[src/rtl/cisc_pkg.sv]
package cisc_pkg;

	// Input function codes
	localparam logic [7:0] FN_BLOCK_NO = 8'h08;
	localparam logic [7:0] FN_BLOCK_NC = 8'h09;
	localparam logic [7:0] FN_RAMP_HOLD = 8'h0a;
	localparam logic [7:0] FN_RAISE = 8'h10;
	localparam logic [7:0] FN_LOWER = 8'h11;
	localparam logic [7:0] FN_MULTI_STEP = 8'h03;

	// Register byte offsets
	localparam logic [7:0] OFS_FUNC0 = 8'h00;
	localparam logic [7:0] OFS_FUNC4 = 8'h10;
	localparam logic [7:0] OFS_CONFIG = 8'h14;
	localparam logic [7:0] OFS_UPPER = 8'h18;
	localparam logic [7:0] OFS_LOWER = 8'h1c;
	localparam logic [7:0] OFS_MLOWER = 8'h20;
	localparam logic [7:0] OFS_ACCEL = 8'h24;
	localparam logic [7:0] OFS_DECEL = 8'h28;
	localparam logic [7:0] OFS_ANALOG = 8'h2c;
	localparam logic [7:0] OFS_STEP_REF = 8'h30;
	localparam logic [7:0] OFS_STATUS = 8'h34;
	localparam logic [7:0] OFS_OUT_FREQ = 8'h38;
	localparam logic [7:0] OFS_REF = 8'h3c;
	localparam logic [7:0] OFS_NV_FREQ = 8'h40;

	// Config fields
	localparam int CFG_HOLD_MEM = 0;
	localparam int CFG_RUN_SRC_LSB = 4;
	localparam logic [1:0] RUN_SRC_TERMINAL = 2'h1;

	// Reset values; frequency limits in tenths of a percent of maximum frequency
	localparam logic [10:0] UPPER_RESET = 11'h3e8;
	localparam logic [10:0] LIMIT_MAX = 11'h44c;
	localparam logic [10:0] LOWER_RESET = 11'h000;
	localparam logic [15:0] RAMP_RESET = 16'h0064;
	localparam logic [7:0] FUNC_RESET = 8'h00;

	// Raise/lower step interval
	localparam int STEP_TIME_MS = 10;
	localparam int CLK_HZ = 10_000_000;
	localparam int STEP_CYCLES = CLK_HZ / 1000 * STEP_TIME_MS;

	typedef enum logic [1:0] {
		RESP_OKAY = 2'h0,
		RESP_SLVERR = 2'h2
	} cisc_resp_t;

	typedef enum {
		ST_STOPPED,
		ST_RUNNING,
		ST_BLOCKED,
		ST_SEARCH
	} cisc_state_t;

endpackage : cisc_pkg

[src/rtl/cisc_core.sv]
// The implementer's own choices: register access over AXI4-Lite and the register offsets.
`timescale 1ns/1ps
`default_nettype none
module cisc_core
	import cisc_pkg::*;
#(
	parameter int NUM_INPUTS = 5,
	parameter int STEP_COUNT = STEP_CYCLES
) (
	// Clock and reset
	input wire logic aclk,
	input wire logic aresetn,
	// Terminals and sequence
	input wire logic [NUM_INPUTS-1:0] prog_input,
	input wire logic run_terminal,
	input wire logic run_other,
	input wire logic power_up_pulse,
	// Drive side
	output logic output_enable,
	output logic search_start,
	output logic [10:0] search_freq,
	output logic [10:0] out_freq,
	output logic invalid_input_assignment_error,
	// AXI4-Lite
	input wire logic [7:0] s_awaddr,
	input wire logic s_awvalid,
	output logic s_awready,
	input wire logic [31:0] s_wdata,
	input wire logic [3:0] s_wstrb,
	input wire logic s_wvalid,
	output logic s_wready,
	output logic [1:0] s_bresp,
	output logic s_bvalid,
	input wire logic s_bready,
	input wire logic [7:0] s_araddr,
	input wire logic s_arvalid,
	output logic s_arready,
	output logic [31:0] s_rdata,
	output logic [1:0] s_rresp,
	output logic s_rvalid,
	input wire logic s_rready
);

	// ****************************************
	// Registers
	// ****************************************
	logic [7:0] func_reg [NUM_INPUTS];
	logic hold_memory_select_reg;
	logic [1:0] run_source_select_reg;
	logic [10:0] reference_upper_limit_reg;
	logic [10:0] reference_lower_limit_reg;
	logic [10:0] master_reference_lower_limit_reg;
	logic [15:0] accel_reg;
	logic [15:0] decel_reg;
	logic [10:0] analog_reference_input_reg;
	logic [10:0] step_ref_reg;
	logic [10:0] ref_reg;
	logic [10:0] held_reference_retention_reg;
	logic [NUM_INPUTS-1:0] sync1_reg;
	logic [NUM_INPUTS-1:0] sync2_reg;
	logic [NUM_INPUTS-1:0] is_blk_no, is_blk_nc, is_hold, is_up, is_dn, is_step;
	logic blocked, hold_in, up_in, dn_in, has_up, has_dn, has_hold, step_sel;
	logic run_cmd, run_prev_reg, up_prev_reg, dn_prev_reg;
	logic [15:0] ramp_cnt_reg;
	logic [$clog2(STEP_COUNT+1)-1:0] step_cnt_reg;
	logic [10:0] eff_lower, eff_target, blk_ref_reg;
	cisc_state_t state_reg;

	// ****************************************
	// Input decode
	// ****************************************
	always_ff @(posedge aclk) begin
		if (!aresetn) begin
			sync1_reg <= '0;
			sync2_reg <= '0;
		end else begin
			sync1_reg <= prog_input;
			sync2_reg <= sync1_reg;
		end
	end

	for (genvar i = 0; i < NUM_INPUTS; i++) begin : g_dec
		assign is_blk_no[i] = func_reg[i] == FN_BLOCK_NO;
		assign is_blk_nc[i] = func_reg[i] == FN_BLOCK_NC;
		assign is_hold[i] = func_reg[i] == FN_RAMP_HOLD;
		assign is_up[i] = func_reg[i] == FN_RAISE;
		assign is_dn[i] = func_reg[i] == FN_LOWER;
		assign is_step[i] = func_reg[i] == FN_MULTI_STEP;
	end

	assign has_up = |is_up;
	assign has_dn = |is_dn;
	assign has_hold = |is_hold;
	assign blocked = |(is_blk_no & sync2_reg) | |(is_blk_nc & ~sync2_reg);
	assign hold_in = |(is_hold & sync2_reg);
	assign up_in = |(is_up & sync2_reg);
	assign dn_in = |(is_dn & sync2_reg);
	assign run_cmd = (run_source_select_reg == RUN_SRC_TERMINAL) ? run_terminal : run_other;

	always_ff @(posedge aclk) begin
		if (!aresetn) begin
			invalid_input_assignment_error <= 1'b0;
		end else begin
			invalid_input_assignment_error <= (has_up ^ has_dn) | ((has_up | has_dn) & has_hold);
		end
	end

	// ****************************************
	// Reference and limits
	// ****************************************
	// effective lower limit
	always_comb begin
		eff_lower = (analog_reference_input_reg > reference_lower_limit_reg) ?
			analog_reference_input_reg : reference_lower_limit_reg;
		if (master_reference_lower_limit_reg > eff_lower) begin
			eff_lower = master_reference_lower_limit_reg;
		end
	end

	assign step_sel = |(is_step & sync2_reg) & !(has_up && has_dn);

	always_comb begin
		if (has_up && has_dn) begin
			eff_target = ref_reg;
		end else if (step_sel) begin
			eff_target = step_ref_reg;
		end else begin
			eff_target = analog_reference_input_reg;
		end
		if (eff_target > reference_upper_limit_reg) begin
			eff_target = reference_upper_limit_reg;
		end
		if (eff_target < eff_lower) begin
			eff_target = eff_lower;
		end
	end

	always_ff @(posedge aclk) begin
		if (!aresetn) begin
			ref_reg <= '0;
			step_cnt_reg <= '0;
			up_prev_reg <= 1'b0;
			dn_prev_reg <= 1'b0;
		end else begin
			up_prev_reg <= up_in;
			dn_prev_reg <= dn_in;
			if (power_up_pulse) begin
				ref_reg <= hold_memory_select_reg ? held_reference_retention_reg : 11'h000;
			end else if (run_cmd && run_prev_reg &&
					((up_in && !up_prev_reg) || (dn_in && !dn_prev_reg)) &&
					!(up_in && dn_in) && state_reg == ST_STOPPED) begin
				ref_reg <= '0;
			end else if (run_cmd && (up_in ^ dn_in)) begin
				if (step_cnt_reg >= STEP_COUNT[$bits(step_cnt_reg)-1:0] - 1'b1) begin
					step_cnt_reg <= '0;
					if (up_in && ref_reg < reference_upper_limit_reg) begin
						ref_reg <= ref_reg + 11'h001;
					end else if (dn_in && ref_reg > eff_lower) begin
						ref_reg <= ref_reg - 11'h001;
					end
				end else begin
					step_cnt_reg <= step_cnt_reg + 1'b1;
				end
			end else begin
				step_cnt_reg <= '0;
				if (ref_reg < eff_lower) begin
					ref_reg <= eff_lower;
				end else if (ref_reg > reference_upper_limit_reg) begin
					ref_reg <= reference_upper_limit_reg;
				end
			end
		end
	end

	// ****************************************
	// Sequence and ramp
	// ****************************************
	always_ff @(posedge aclk) begin
		if (!aresetn) begin
			state_reg <= ST_STOPPED;
			run_prev_reg <= 1'b0;
			output_enable <= 1'b0;
			search_start <= 1'b0;
			search_freq <= '0;
			blk_ref_reg <= '0;
		end else begin
			run_prev_reg <= run_cmd;
			search_start <= 1'b0;
			unique case (state_reg)
				ST_STOPPED: begin
					if (run_cmd && !blocked) begin
						state_reg <= ST_RUNNING;
						output_enable <= 1'b1;
					end
				end
				ST_RUNNING: begin
					if (blocked) begin
						state_reg <= ST_BLOCKED;
						output_enable <= 1'b0;
						blk_ref_reg <= eff_target;
					end else if (!run_cmd && out_freq == '0) begin
						state_reg <= ST_STOPPED;
						output_enable <= 1'b0;
					end
				end
				ST_BLOCKED: begin
					output_enable <= 1'b0;
					if (!blocked) begin
						state_reg <= run_cmd ? ST_SEARCH : ST_STOPPED;
					end
				end
				ST_SEARCH: begin
					search_start <= 1'b1;
					search_freq <= blk_ref_reg;
					output_enable <= 1'b1;
					state_reg <= ST_RUNNING;
				end
			endcase
		end
	end

	always_ff @(posedge aclk) begin
		if (!aresetn) begin
			out_freq <= '0;
			ramp_cnt_reg <= '0;
		end else if (power_up_pulse) begin
			out_freq <= (hold_memory_select_reg && (has_hold || (has_up && has_dn))) ?
				held_reference_retention_reg : 11'h000;
		end else if (state_reg == ST_BLOCKED) begin
			out_freq <= '0;
			ramp_cnt_reg <= '0;
		end else if (state_reg == ST_SEARCH) begin
			out_freq <= blk_ref_reg;
		end else if (run_cmd && !run_prev_reg && hold_in && !hold_memory_select_reg) begin
			out_freq <= '0;
		end else if (hold_in && state_reg == ST_RUNNING) begin
			ramp_cnt_reg <= '0;
		end else begin
			logic up_dir;
			logic [10:0] goal;
			goal = (run_cmd && state_reg == ST_RUNNING) ? eff_target : 11'h000;
			up_dir = goal > out_freq;
			if (goal == out_freq) begin
				ramp_cnt_reg <= '0;
			end else if (ramp_cnt_reg >= (up_dir ? accel_reg : decel_reg)) begin
				ramp_cnt_reg <= '0;
				out_freq <= up_dir ? out_freq + 11'h001 : out_freq - 11'h001;
			end else begin
				ramp_cnt_reg <= ramp_cnt_reg + 16'h0001;
			end
		end
	end

	always_ff @(posedge aclk) begin
		if (!aresetn) begin
			held_reference_retention_reg <= '0;
		end else if (hold_memory_select_reg) begin
			if (hold_in) begin
				held_reference_retention_reg <= out_freq;
			end else if (has_up && has_dn) begin
				held_reference_retention_reg <= ref_reg;
			end
		end
	end

	// ****************************************
	// AXI4-Lite slave
	// ****************************************
	logic aw_ok, w_ok;
	logic [7:0] aw_addr_reg;
	logic [31:0] w_data_reg;
	logic [31:0] rd_val;
	logic rd_hit, wr_hit;

	assign wr_hit = (aw_addr_reg[1:0] == 2'h0) && (aw_addr_reg <= OFS_ANALOG + 8'h04);

	always_ff @(posedge aclk) begin
		if (!aresetn) begin
			s_awready <= 1'b1;
			s_wready <= 1'b1;
			s_bvalid <= 1'b0;
			s_bresp <= RESP_OKAY;
			aw_ok <= 1'b0;
			w_ok <= 1'b0;
			aw_addr_reg <= '0;
			w_data_reg <= '0;
		end else begin
			if (s_awvalid && s_awready) begin
				aw_ok <= 1'b1;
				aw_addr_reg <= s_awaddr;
				s_awready <= 1'b0;
			end
			if (s_wvalid && s_wready) begin
				w_ok <= 1'b1;
				w_data_reg <= s_wdata;
				s_wready <= 1'b0;
			end
			if (aw_ok && w_ok && !s_bvalid) begin
				s_bvalid <= 1'b1;
				s_bresp <= wr_hit ? RESP_OKAY : RESP_SLVERR;
			end
			if (s_bvalid && s_bready) begin
				s_bvalid <= 1'b0;
				aw_ok <= 1'b0;
				w_ok <= 1'b0;
				s_awready <= 1'b1;
				s_wready <= 1'b1;
			end
		end
	end

	// Register writes; strobes ignored since every field sits in byte 0/1
	always_ff @(posedge aclk) begin
		if (!aresetn) begin
			for (int i = 0; i < NUM_INPUTS; i++) begin
				func_reg[i] <= FUNC_RESET;
			end
			hold_memory_select_reg <= 1'b0;
			run_source_select_reg <= RUN_SRC_TERMINAL;
			reference_upper_limit_reg <= UPPER_RESET;
			reference_lower_limit_reg <= LOWER_RESET;
			master_reference_lower_limit_reg <= LOWER_RESET;
			accel_reg <= RAMP_RESET;
			decel_reg <= RAMP_RESET;
			analog_reference_input_reg <= '0;
			step_ref_reg <= '0;
		end else if (aw_ok && w_ok && !s_bvalid && wr_hit) begin
			if (aw_addr_reg <= OFS_FUNC4) begin
				func_reg[aw_addr_reg[4:2]] <= w_data_reg[7:0];
			end
			unique case (aw_addr_reg)
				OFS_CONFIG: begin
					hold_memory_select_reg <= w_data_reg[CFG_HOLD_MEM];
					run_source_select_reg <= w_data_reg[CFG_RUN_SRC_LSB +: 2];
				end
				OFS_UPPER: reference_upper_limit_reg <= (w_data_reg[10:0] > LIMIT_MAX) ?
					LIMIT_MAX : w_data_reg[10:0];
				OFS_LOWER: reference_lower_limit_reg <= (w_data_reg[10:0] > LIMIT_MAX) ?
					LIMIT_MAX : w_data_reg[10:0];
				OFS_MLOWER: master_reference_lower_limit_reg <= (w_data_reg[10:0] > LIMIT_MAX) ?
					LIMIT_MAX : w_data_reg[10:0];
				OFS_ACCEL: accel_reg <= w_data_reg[15:0];
				OFS_DECEL: decel_reg <= w_data_reg[15:0];
				OFS_ANALOG: analog_reference_input_reg <= w_data_reg[10:0];
				OFS_STEP_REF: step_ref_reg <= w_data_reg[10:0];
				default: begin
				end
			endcase
		end
	end

	always_comb begin
		rd_hit = 1'b1;
		rd_val = '0;
		if (s_araddr[1:0] != 2'h0) begin
			rd_hit = 1'b0;
		end else if (s_araddr <= OFS_FUNC4) begin
			rd_val = {24'h0, func_reg[s_araddr[4:2]]};
		end else begin
			unique case (s_araddr)
				OFS_CONFIG: rd_val = {26'h0, run_source_select_reg, 3'h0, hold_memory_select_reg};
				OFS_UPPER: rd_val = {21'h0, reference_upper_limit_reg};
				OFS_LOWER: rd_val = {21'h0, reference_lower_limit_reg};
				OFS_MLOWER: rd_val = {21'h0, master_reference_lower_limit_reg};
				OFS_ACCEL: rd_val = {16'h0, accel_reg};
				OFS_DECEL: rd_val = {16'h0, decel_reg};
				OFS_ANALOG: rd_val = {21'h0, analog_reference_input_reg};
				OFS_STEP_REF: rd_val = {21'h0, step_ref_reg};
				OFS_STATUS: rd_val = {24'h0, hold_in, up_in, dn_in, blocked, output_enable,
					invalid_input_assignment_error, run_cmd, state_reg == ST_BLOCKED};
				OFS_OUT_FREQ: rd_val = {21'h0, out_freq};
				OFS_REF: rd_val = {21'h0, ref_reg};
				OFS_NV_FREQ: rd_val = {21'h0, held_reference_retention_reg};
				default: rd_hit = 1'b0;
			endcase
		end
	end

	always_ff @(posedge aclk) begin
		if (!aresetn) begin
			s_arready <= 1'b1;
			s_rvalid <= 1'b0;
			s_rdata <= '0;
			s_rresp <= RESP_OKAY;
		end else if (s_arvalid && s_arready) begin
			s_arready <= 1'b0;
			s_rvalid <= 1'b1;
			s_rdata <= rd_val;
			s_rresp <= rd_hit ? RESP_OKAY : RESP_SLVERR;
		end else if (s_rvalid && s_rready) begin
			s_rvalid <= 1'b0;
			s_arready <= 1'b1;
		end
	end

endmodule : cisc_core
`default_nettype wire

[config.mk]
export PLATFORM = sky130hd
export DESIGN_NAME = cisc_core
export DESIGN_NICKNAME = d
export VERILOG_FILES = /design/src/rtl/cisc_pkg.sv /design/src/rtl/cisc_core.sv
export SDC_FILE = /design/constraint.sdc
export NUM_CORES = 1
export LEC_CHECK = 0
export BUFFER_PORTS_ARGS = -buffer_cell sky130_fd_sc_hd__buf_2
export CAP_MARGIN = 0
export CORE_UTILIZATION = 55
export DETAILED_ROUTE_END_ITERATION = 10
export PLACE_DENSITY = 0.74
export SETUP_SLACK_MARGIN = 0.15
export SYNTH_ARGS = -nofsm -noshare
export SYNTH_HDL_FRONTEND = slang
export SYNTH_SLANG_ARGS = --single-unit
[constraint.sdc]
create_clock -name aclk -period 12.7 [get_ports aclk]
set_input_delay 3.81 -clock aclk [delete_from_list [all_inputs] [get_ports aclk]]
set_output_delay 3.81 -clock aclk [all_outputs]
set_load 0.01 [all_outputs]
Word level (Yosys, flattened, before mapping)
Memory sizes are Yosys's and may differ from the RTL's.
Cells that the tools add are included.
{ "classes": {"add_sub_neg": 6, "mul": 0, "div_mod_pow": 0, "magnitude_cmp": 15, "n_eq_ne": 67, "shifts": 0, "mux": 69, "bitwise_logic": 17, "reduce_logical": 76} }
{ "ops": {"columns": ["cell", "count"], "rows": [
  ["11-bit two-way mux", 28],
  ["16-bit case mux with 12 select lines", 1],
  ["16-bit two-way mux", 9],
  ["8-bit by 5-bit equality test with 1-bit output, second input constant", 16],
  ["32-bit two-way mux", 4],
  ["32-bit case mux with 4 select lines", 1],
  ["8-bit by 4-bit equality test with 1-bit output, second input constant", 15],
  ["8-bit by 6-bit equality test with 1-bit output, second input constant", 13],
  ["32-bit by 2-bit equality test with 1-bit output, second input constant", 3],
  ["11-bit greater-than comparator", 6],
  ["32-bit by 3-bit equality test with 1-bit output, second input constant", 2],
  ["32-bit zero test", 2],
  ["5-bit OR reduction", 9],
  ["8-bit by 2-bit equality test with 1-bit output, second input constant", 5],
  ["17-bit two-way mux", 2],
  ["11-bit < comparator", 3],
  ["32-bit by 1-bit equality test with 1-bit output, second input constant", 1],
  ["5-bit AND", 6],
  ["1-bit logical AND", 28],
  ["2-bit AND reduction", 12],
  ["11-bit by 1-bit adder with 11-bit output, second input constant", 2],
  ["11-bit by 1-bit subtractor with 11-bit output, second input constant", 2],
  ["1-bit two-way mux", 18],
  ["17-bit by 1-bit adder with 17-bit output, second input constant", 1],
  ["33 further kinds", 61]
]} }
{ "totals": {"regBits": 293, "latch_bits": 0, "mem_bits_rw": 40, "mem_bits_ro": 0, "output_inout_bits": 66, "wordCells": 288, "memories": 1} }
{ "memory_table": {"columns": ["name", "words", "width", "rd", "rd_ports_with_merged_regs", "wr", "line_no", "text"], "rows": [
  ["func_reg", 5, 8, 6, 0, 5, "cisc_core.sv:47", "logic [7:0] func_reg [NUM_INPUTS];"]
]} }

Logic depth before layout (Yosys ltp)
Gate-level depths: netlist (run 1).
An unclocked memory read counts as a cell.
{ "logic_depth": {"word_depth": 23, "ltp_mapped": 49, "mapped_depth_nobuf": 41} }

Worst setup path before layout (run 1)
Ideal clock, no wire load.
{ "synth_path": {"path_kind": "register to register", "startpoint": "memory func_reg[1][2]", "endpoint": "register out_freq[9]", "setup_ps": 133, "t_arrival_ps": 10166, "t_required_ps": 12567, "setup_slack_ps": 2402, "stages_incl_launch_ff": 48, "n_path_buf": 10, "synth_period_minus_slack_ps": 10298, "path_cell_list": "edfxtp_1 -> or4_1 -> buf_2 -> or4b_4 -> o221ai_1 -> ha_1 -> clkbuf_1 -> buf_1 -> clkbuf_1 -> buf_1 -> nand2_1 -> o21ai_0 -> ha_1 -> a211oi_1 -> o21ai_0 -> o21ai_0 -> a211oi_1 -> clkbuf_1 -> [... 12 more ...] -> ha_1 -> and3_1 -> nand3_1 -> a21oi_1 -> o31ai_1 -> a21oi_1 -> buf_1 -> clkbuf_1 -> inv_1 -> ha_1 -> a21o_1 -> a21oi_1 -> o21ai_0 -> o41ai_1 -> o21a_1 -> xnor2_1 -> a222oi_1 -> a21oi_1"} }
{ "synth_rtl": {"columns": ["element", "line_no", "text"], "rows": [
  ["from (decl)", "cisc_core.sv:47", null],
  ["to (signal assigned)", "cisc_core.sv:227", "out_freq <= (hold_memory_select_reg && (has_hold || (has_up && has_dn))) ?"],
  ["to (signal assigned)", "cisc_core.sv:233", "out_freq <= blk_ref_reg;"],
  ["to (signal assigned)", "cisc_core.sv:247", "out_freq <= up_dir ? out_freq + 11'h001 : out_freq - 11'h001;"],
  ["to (decl)", "cisc_core.sv:22", "output logic [10:0] out_freq,"]
]} }

==> results of run 1 <==
==> critical path, delay by kind of cell (launching register included) <==
| kind | cells | cell delay [ns] |
|---|---|---|
| adder cells (fa/ha/maj) | 5 | 1.60 |
| flip-flops | 1 | 0.40 |
| buffers and inverters | 3 | 0.89 |
| AO/OA/AOI/OAI | 21 | 4.16 |
| AND/OR/NAND/NOR | 12 | 3.70 |
| multiplexers | 1 | 0.39 |
==> layer usage <==
metal | part of all wire, % | wire [um] | global-route usage [%] | vias to the layer above
met5 | 0 | 0 | 0 | -
met1 | 42 | 24800 | 47.3 | 8102
met4 | 4.7 | 2770 | 15.6 | 0
met3 | 10 | 6170 | 6.98 | 154
li1 | - | - | - | 7847
met2 | 43 | 25400 | 51.8 | 859
==> layout by cell type (no fill, tap or decap), types with 37 or more instances in the layout <==
master and instances:
ha_1 119, nor2_1 209, nor3_1 50, a21oi_1 170, edfxtp_1 64, nand2_1 254, inv_1 73, a211oi_1 39
and2_1 60, mux2i_1 88, clkbuf_16 37, a22oi_1 46, o21ai_0 58, conb_1 42, dfxtp_1 245, buf_2 94
nand3_1 51
==> power breakdown <==
group / total, W / switching [W] / internal (W)
Combinational: 0.000713 / 0.000429 / 0.000284
Sequential: 0.00114 / 0.0000934 / 0.00104
Clock: 0.00103 / 0.000422 / 0.000606
Total: 0.00288 / 0.000944 / 0.00193
==> how the worst max path moves through the flow <==
stage                                   to  slack, ns  cells after the start
after floorplan                out_freq[9]       2.40                     47
after global placement    ramp_cnt_reg[15]       1.66                     42
after detailed placement  ramp_cnt_reg[11]       1.55                     43
after CTS                 ramp_cnt_reg[11]       1.51                     43
after global routing       ramp_cnt_reg[7]       0.59                     43
final                     ramp_cnt_reg[11]       1.44                     42
==> stage by stage <==
step	setup slack, ns	utilization (%)
floorplan	2.40	-
global route	0.587	62.2
CTS	1.51	62.2
global placement	1.66	58.6
finish	1.44	62.2
detailed placement	1.55	58.6
==> final cells by class <==
class,instances,area [um2],share of cell area (%)
sequential,309,6830,33.4
inverter,74,283,1.38
clock inverter,11,108,0.527
tap,442,553,2.71
timing repair buffer,121,673,3.30
clock buffer,50,1060,5.21
multi-input combinational,1646,10900,53.5
==> logic make-up after synthesis <==
family / synth area share (%)
other: 0.0202
flip-flops: 36.8
AND/OR/NAND/NOR: 21.7
XOR/XNOR: 1.89
multiplexers: 7.02
adder cells (fa/ha/maj): 8.25
AO/OA/AOI/OAI: 19.0
buffers and inverters: 5.22
==> out/results.tsv, run 1 <==
metric	value	unit
Die ar.	0.0344	mm2
fmax	88.8	MHz
maximum clock insertion buffer count	3	
max reg flops	64	
CTS Buf Count	35	
Clock Sinks	309	
row count	66	
wire per inst	22.3	um
overall routed net length	59.2	mm
CP arrival	11.72	ns
Worst Hold End	sync2_reg[2]	
number of diodes	0	
WS Path Type	flop to flop	
Synth Flop Type	dfxtp_1	
fin crit period	11.26	ns
Synth top area share	26.5	%
Worst Skew	0.0186	ns
Port Buf Inserts	94	
max cap viols	0	
root buffer cell	clkbuf_16	
Crit Reg-Reg Startpoint	func_reg[3][2]	
core area	0.0329	mm2
Detailed Place HPWL	43.2	mm
Area contributors post-synth	dfxtp_1, edfxtp_1, ha_1	
First-pass DRT Iterations	6	
clk_lat worst skew	0.53	ns
hold_buf cts	0	
H-tree levels	2	
Post-Synthesis Cells	2125	
FILL cells	2867	
Worst setup EP type	flop	
first-pass GRT wire length	89.9	mm
Post-CTS Setup Bufs	0	
FF-to-FF path depth	42	
Fin. Hold Viols	0	
worst min-delay path class	flop to flop	
Slew HR	15.2	%
initial core utilization	56.4	%
Post-Place Cell Area	0.0193	mm2
mapped cell area	0.0185	mm2
Overflow after GRT	0	
worst hold start	sync1_reg[2]	
Antenna Nets Post-Route	0	
overall routing resource usage	34.4	%
CP startpoint	func_reg[3][2]	
GPL Wtd Cong	1.01	
Slew Limit Fails	0	
Worst-Margin Slew	1.26	ns
io pins	133	
Tcrit/Tclk final	88.7	%
Seq/Total Area, Yosys	36.8	%
Ys Warns	0	
PwrDens	141	mW/mm2
Power Total	0.00288	W
required time of the critical path	13.16	ns
Worst R2R End	ramp_cnt_reg[11]	
total negative slack	0	ns
Via Count	16962	
CP max stage cell	or4_1	
#FFs+latches synth	309	
post-cts resize count	0	
status	finished, final reports clean	
Iteration-0 DRC Markers	2220	
EDFF count, synth	64	
ys async rst share	0	%
setup-violating endpoint count in the final report	0	
RSZ-0062 raised after global routing	no	
initial antenna violation count	0	
most numerous cell in the Yosys netlist	nand2_1	
slowest stage delay, CP	0.67	ns
worst-case hold slack	0.438	ns
P&R area growth vs syn	10.2	%
vias per cell	6.39	
Nets	2375	
DRC	0	
vias in the first global route	15669	
Synth area leader	dfxtp_1	
syn avg cell area	8.72	um2
startpoint types	flop	
hold depth	1	
Finished Cell Area	0.0204	mm2
slack of the worst reg-to-reg path	1.44	ns
Reg clk slew, reported paths	0.06	ns
Worst Path Max Fanout	26	
Chip Height	186	um
share of cells above drive strength 1	10.9	%
final non-filler cell total	2653	
largest net degree at the start of global routing	85	
Distinct cells, synth	92	
CTS tree	yes	
Die Wd	186	um
VDD IR max	107	uV
static leakage	8.11	nW
dpl cells	2592	
top post-synthesis cells by count	nand2_1, dfxtp_1, nor2_1, a21oi_1, ha_1	
(Power assumes the default switching activity.)
==> inputs of run 2 (changes only) <==
Settings changed: CELL_PAD_IN_SITES_DETAIL_PLACEMENT set to 0, CELL_PAD_IN_SITES_GLOBAL_PLACEMENT set to 1, CORE_UTILIZATION 55 to 51, PLACE_DENSITY 0.74 to unset, PLACE_DENSITY_LB_ADDON set to 0.2.
Clock period 12.7 ns to 13.65 ns, I/O delays scaled along.
==> run 2 against run 1 <==
The run now ends with DRC left. Non-clock buffer count up 5. Clock skew about the same. Die area up 7.8%. Design area up 0.45%. Clock-buffer cell count up 5. Clock power down 4%. Cell count up 1.0%. Worst setup slack better by 0.71 ns. First-iteration DRC count down 32%. Fmax down 2.1%. Critical path depth down 2. Power down 5.8%.
==> out/results.tsv, run 2 (synthesis results as in run 1) <==
metric	value	unit
Nets	2381	
Chip Height	193	um
Die ar.	0.0371	mm2
Clock Sinks	309	
row count	69	
Tcrit/Tclk final	84.3	%
Iteration-0 DRC Markers	1501	
First-pass DRT Iterations	10	
CP max stage cell	o21ai_0	
hold depth	1	
slowest stage delay, CP	0.77	ns
Slew HR	15.1	%
FF-to-FF path depth	40	
root buffer cell	clkbuf_16	
P&R area growth vs syn	10.7	%
post-cts resize count	0	
H-tree levels	2	
DP Worst Slack	2.39	ns
Worst R2R End	ramp_cnt_reg[9]	
overall routed net length	60.7	mm
max cap viols	0	
setup-violating endpoint count in the final report	0	
clk_lat worst skew	0.54	ns
Worst Hold End	sync2_reg[1]	
startpoint types	flop	
Antenna Nets Post-Route	0	
Port Buf Inserts	94	
share of cells above drive strength 1	11.0	%
commonest non-fill, non-tap cell in the layout	nand2_1	
FILL cells	3295	
worst min-delay path class	flop to flop	
GPL Wtd Cong	0.957	
overall routing resource usage	32.8	%
fin crit period	11.50	ns
io pins	133	
hold_buf cts	0	
Via Count	16761	
DRC	2	
Worst Path Max Fanout	27	
max reg flops	64	
number of diodes	0	
VDD IR max	77.5	uV
status	complete, but fails checks	
maximum clock insertion buffer count	3	
core area	0.0357	mm2
Die Wd	193	um
vias per cell	6.25	
commonest cells after routing, fill and taps aside	nand2_1, dfxtp_1, nor2_1, a21oi_1, ha_1	
largest net degree at the start of global routing	97	
CTS tree	yes	
WS Path Type	flop to flop	
violations in the final reports	DRC	
CP dominant cell by count	a21oi_1	
fmax	86.9	MHz
Worst-Margin Slew	1.26	ns
Crit Reg-Reg Startpoint	reference_lower_limit_reg[4]	
CP arrival	11.97	ns
CTS Buf Count	36	
Worst setup EP type	flop	
Fin. Hold Viols	0	
Worst Skew	0.0190	ns
total negative slack	0	ns
initial antenna violation count	0	
Post-CTS Setup Bufs	0	
Slew Limit Fails	0	
RSZ-0062 raised after global routing	no	
required time of the critical path	14.12	ns
initial core utilization	52.0	%
worst hold start	sync1_reg[1]	
Detailed Place HPWL	44.8	mm
wire per inst	22.6	um
first-pass GRT wire length	91.9	mm
Overflow after GRT	0	
Reg clk slew, reported paths	0.06	ns
static leakage	8.15	nW
slack of the worst reg-to-reg path	2.15	ns
fin worst setup slack	2.15	ns
vias in the first global route	15509	
PwrDens	132	mW/mm2
-- run 2: worst max path at each step --
| stage | to | start | slack (ns) | depth (start not counted) |
|---|---|---|---|---|
| 6_report | ramp_cnt_reg[9] | reference_lower_limit_reg[4] | 2.15 | 40 |
| 3_5_place_dp | ramp_cnt_reg[9] | reference_lower_limit_reg[4] | 2.39 | 40 |
| 3_3_place_gp | ramp_cnt_reg[15] | reference_lower_limit_reg[4] | 2.47 | 40 |
| 4_1_cts | ramp_cnt_reg[9] | reference_lower_limit_reg[4] | 2.32 | 40 |
| 5_1_grt | ramp_cnt_reg[4] | reference_lower_limit_reg[4] | 1.51 | 40 |
| 2_1_floorplan | out_freq[9] | func_reg[1][2] | 3.35 | 47 |
-- run 2: layout make-up --
cell class              instances  area, um2  area share (%)
multi-input cells            1646      10900            53.2
flip-flops and latches        309       6830            33.3
clock buffers                  55       1070            5.24
repair buffers                126        711            3.46
well taps                     461        577            2.81
inverters                      74        283            1.38
clock inverters                 9        128           0.622
-- run 2: through the flow --
step	instance area [um2]	util (%)	power, W	cells	hold WS, ns
after global placement	19300	54.2	0.00171	2616	0.423
after CTS	20500	57.5	0.00271	2680	0.454
after detailed placement	19300	54.2	0.00173	2616	0.430
after floorplan	18700	-	0.00156	2166	0.412
final	20500	57.5	0.00271	2680	0.445
after global routing	20500	57.5	0.00283	2680	0.477
-- run 2: critical path, delay by kind of cell (launching register included) --
| kind | cells | cell delay (ns) |
|---|---|---|
| buffers and inverters | 4 | 0.97 |
| AO/OA/AOI/OAI | 16 | 4.36 |
| AND/OR/NAND/NOR | 13 | 3.28 |
| adder cells (fa/ha/maj) | 5 | 1.52 |
| multiplexers | 2 | 0.88 |
| flip-flops | 1 | 0.40 |
-- run 2: where the power goes --
group | switching (W) | internal [W]
logic | 0.000404 | 0.000264
registers | 0.0000886 | 0.000970
clock network | 0.000400 | 0.000585
total | 0.000892 | 0.00182
-- run 2: routing by layer --
metal / vias to the layer above / routed length, um / GRT usage, %
li1: 7850 / - / -
met1: 8005 / 26300 / 46.3
met2: 782 / 26500 / 49.8
met3: 124 / 5600 / 5.71
met4: 0 / 2230 / 12.1
met5: - / 0 / 0
==> inputs of run 3 (changes only) <==
Settings changed: CORE_UTILIZATION 51 to 42.
Clock period 13.65 ns to 10 ns, I/O delays scaled along.
==> run 3 against run 2 <==
Worst setup slack got worse by 1.7 ns. Die area rose by 21%. Critical path depth rose by 5. Critical path type unchanged. Clock skew fell by 0.0013 ns. Clock-buffer cell count rose by 2. Non-clock buffer count rose by 124. Via count rose by 3.1%. Core utilization fell by 6.4 points. The flow now finishes without violations. Clock power rose by 43%.
==> out/results.tsv, run 3 (synthesis results as in run 1) <==
metric	value	unit
root buffer cell	clkbuf_16	
Reg clk slew, reported paths	0.06	ns
Fin. Hold Viols	0	
Worst Skew	0.0177	ns
GPL Wtd Cong	0.960	
Worst setup EP type	flop	
first-pass GRT wire length	101	mm
Post-Place Cell Area	0.0204	mm2
wire per inst	23.1	um
Crit Reg-Reg Startpoint	func_reg[0][5]	
DRC	0	
Via Count	17283	
Crit path max-delay family	compound AO/OA/AOI/OAI gates	
WP buf/inv	7	
P&R area growth vs syn	19.5	%
Cell Int Power	0.00261	W
slowest stage delay, CP	0.60	ns
Tcrit/Tclk final	95.8	%
share of cells above drive strength 1	18.4	%
overall routing resource usage	30.2	%
First-pass DRT Iterations	7	
static leakage	8.82	nW
largest net degree at the start of global routing	71	
clock group share of total power	36.2	%
initial core utilization	42.8	%
fin crit period	9.58	ns
Detailed Place HPWL	49.0	mm
max reg flops	64	
Chip Height	212	um
CTS Buf Count	38	
maximum clock insertion buffer count	3	
setup-violating endpoint count in the final report	0	
Die Wd	212	um
Iteration-0 DRC Markers	1437	
fmax	104	MHz
Nets	2507	
fin worst setup slack	0.420	ns
required time of the critical path	10.49	ns
overall routed net length	67.9	mm
Die ar.	0.0450	mm2
core area	0.0433	mm2
Slew Limit Fails	0	
Worst Path Max Fanout	13	
initial antenna violation count	2	
vias per cell	5.89	
Overflow after GRT	0	
Clock Sinks	309	
Power Total	0.00389	W
Finished Cell Area	0.0221	mm2
vias in the first global route	16334	
startpoint types	flop	
H-tree levels	2	
commonest non-fill, non-tap cell in the layout	nand2_1	
io pins	133	
Sw Share	33.0	%
Worst-Margin Slew	1.32	ns
hold_buf cts	0	
status	finished, final reports clean	
dpl cells	2853	
final non-filler cell total	2934	
RSZ-0062 raised after global routing	no	
WS Path Type	flop to flop	
worst hold start	sync1_reg[1]	
Port Buf Inserts	94	
worst min-delay path class	flop to flop	
CTS tree	yes	
row count	76	
VDD IR max	110	uV
Slew HR	11.7	%
commonest cells after routing, fill and taps aside	nand2_1, dfxtp_1, nor2_1, a21oi_1, buf_4	
Comb power frac	26.9	%
Antenna Nets Post-Route	0	
Sequential Power Share	36.9	%
CP max stage cell	or4_4	
CP arrival	10.07	ns
DP Worst Slack	-0.278	ns
PwrDens	176	mW/mm2
CP startpoint	func_reg[0][5]	
switching power	0.00128	W
max cap viols	0	
clk_lat worst skew	0.57	ns
[run 3: cell types whose count changed in the layout (fill, tap and decap cells not counted), moves of 8 or more]
cell     change
mux2i_1     -12
mux2i_2      +8
a21oi_2     +10
a21oi_1     -10
buf_4      +114
[run 3: cell type report]
type                       instances  area (um2)
antenna                            1        2.50
clock buffer                      57        1130
clock inverter                    12         140
fill                            4122       21100
inverter                          74         283
multi-input combinational       1646       11300
sequential                       309        6830
tap                              585         732
timing repair buffer             250        1720
[run 3: what timing repair did]
action                                  in CTS  in global routing
cloned                                       0                  2
setup buffers                                2                  7
endpoints found under the setup margin      27                 27
gates resized for setup                     25                 62
pin swaps                                    5                 23
[run 3: stage by stage]
stage / hold WS [ns] / setup TNS [ns] / utilization [%]
finish: 0.449 / 0 / 51.2
CTS: 0.458 / 0 / 50.3
global route: 0.475 / 0 / 51.2
detailed placement: 0.423 / -4.18 / 47.1
floorplan: 0.412 / 0 / -
global placement: 0.424 / -2.93 / 47.1
[run 3: power groups by stage]
stage / Sequential, W / Clock, W / Combinational (W)
final: 0.00144 / 0.00141 / 0.00105
after global routing: 0.00144 / 0.00147 / 0.00116
after CTS: 0.00143 / 0.00143 / 0.00102
after detailed placement: 0.00146 / 0 / 0.00101
after global placement: 0.00146 / 0 / 0.000993
after floorplan: 0.00141 / 0 / 0.000729
[run 3: final timing paths]
check,end,slack [ns],depth (start not counted)
worst max-delay path,ramp_cnt_reg[0],0.42,45
worst min-delay path,sync2_reg[1],0.45,1
worst max register to register,ramp_cnt_reg[0],0.42,45
worst min register to register,sync2_reg[1],0.45,1
[run 3: layer usage]
| metal | track usage (%) | vias to the layer above | share of wire, % | wire, um |
|---|---|---|---|---|
| li1 | - | 8125 | - | - |
| met1 | 41.8 | 8308 | 44 | 29900 |
| met2 | 45.8 | 710 | 44 | 29600 |
| met3 | 6.23 | 138 | 8.4 | 5730 |
| met4 | 11.6 | 2 | 3.9 | 2630 |
| met5 | 0 | - | 0.012 | 8 |
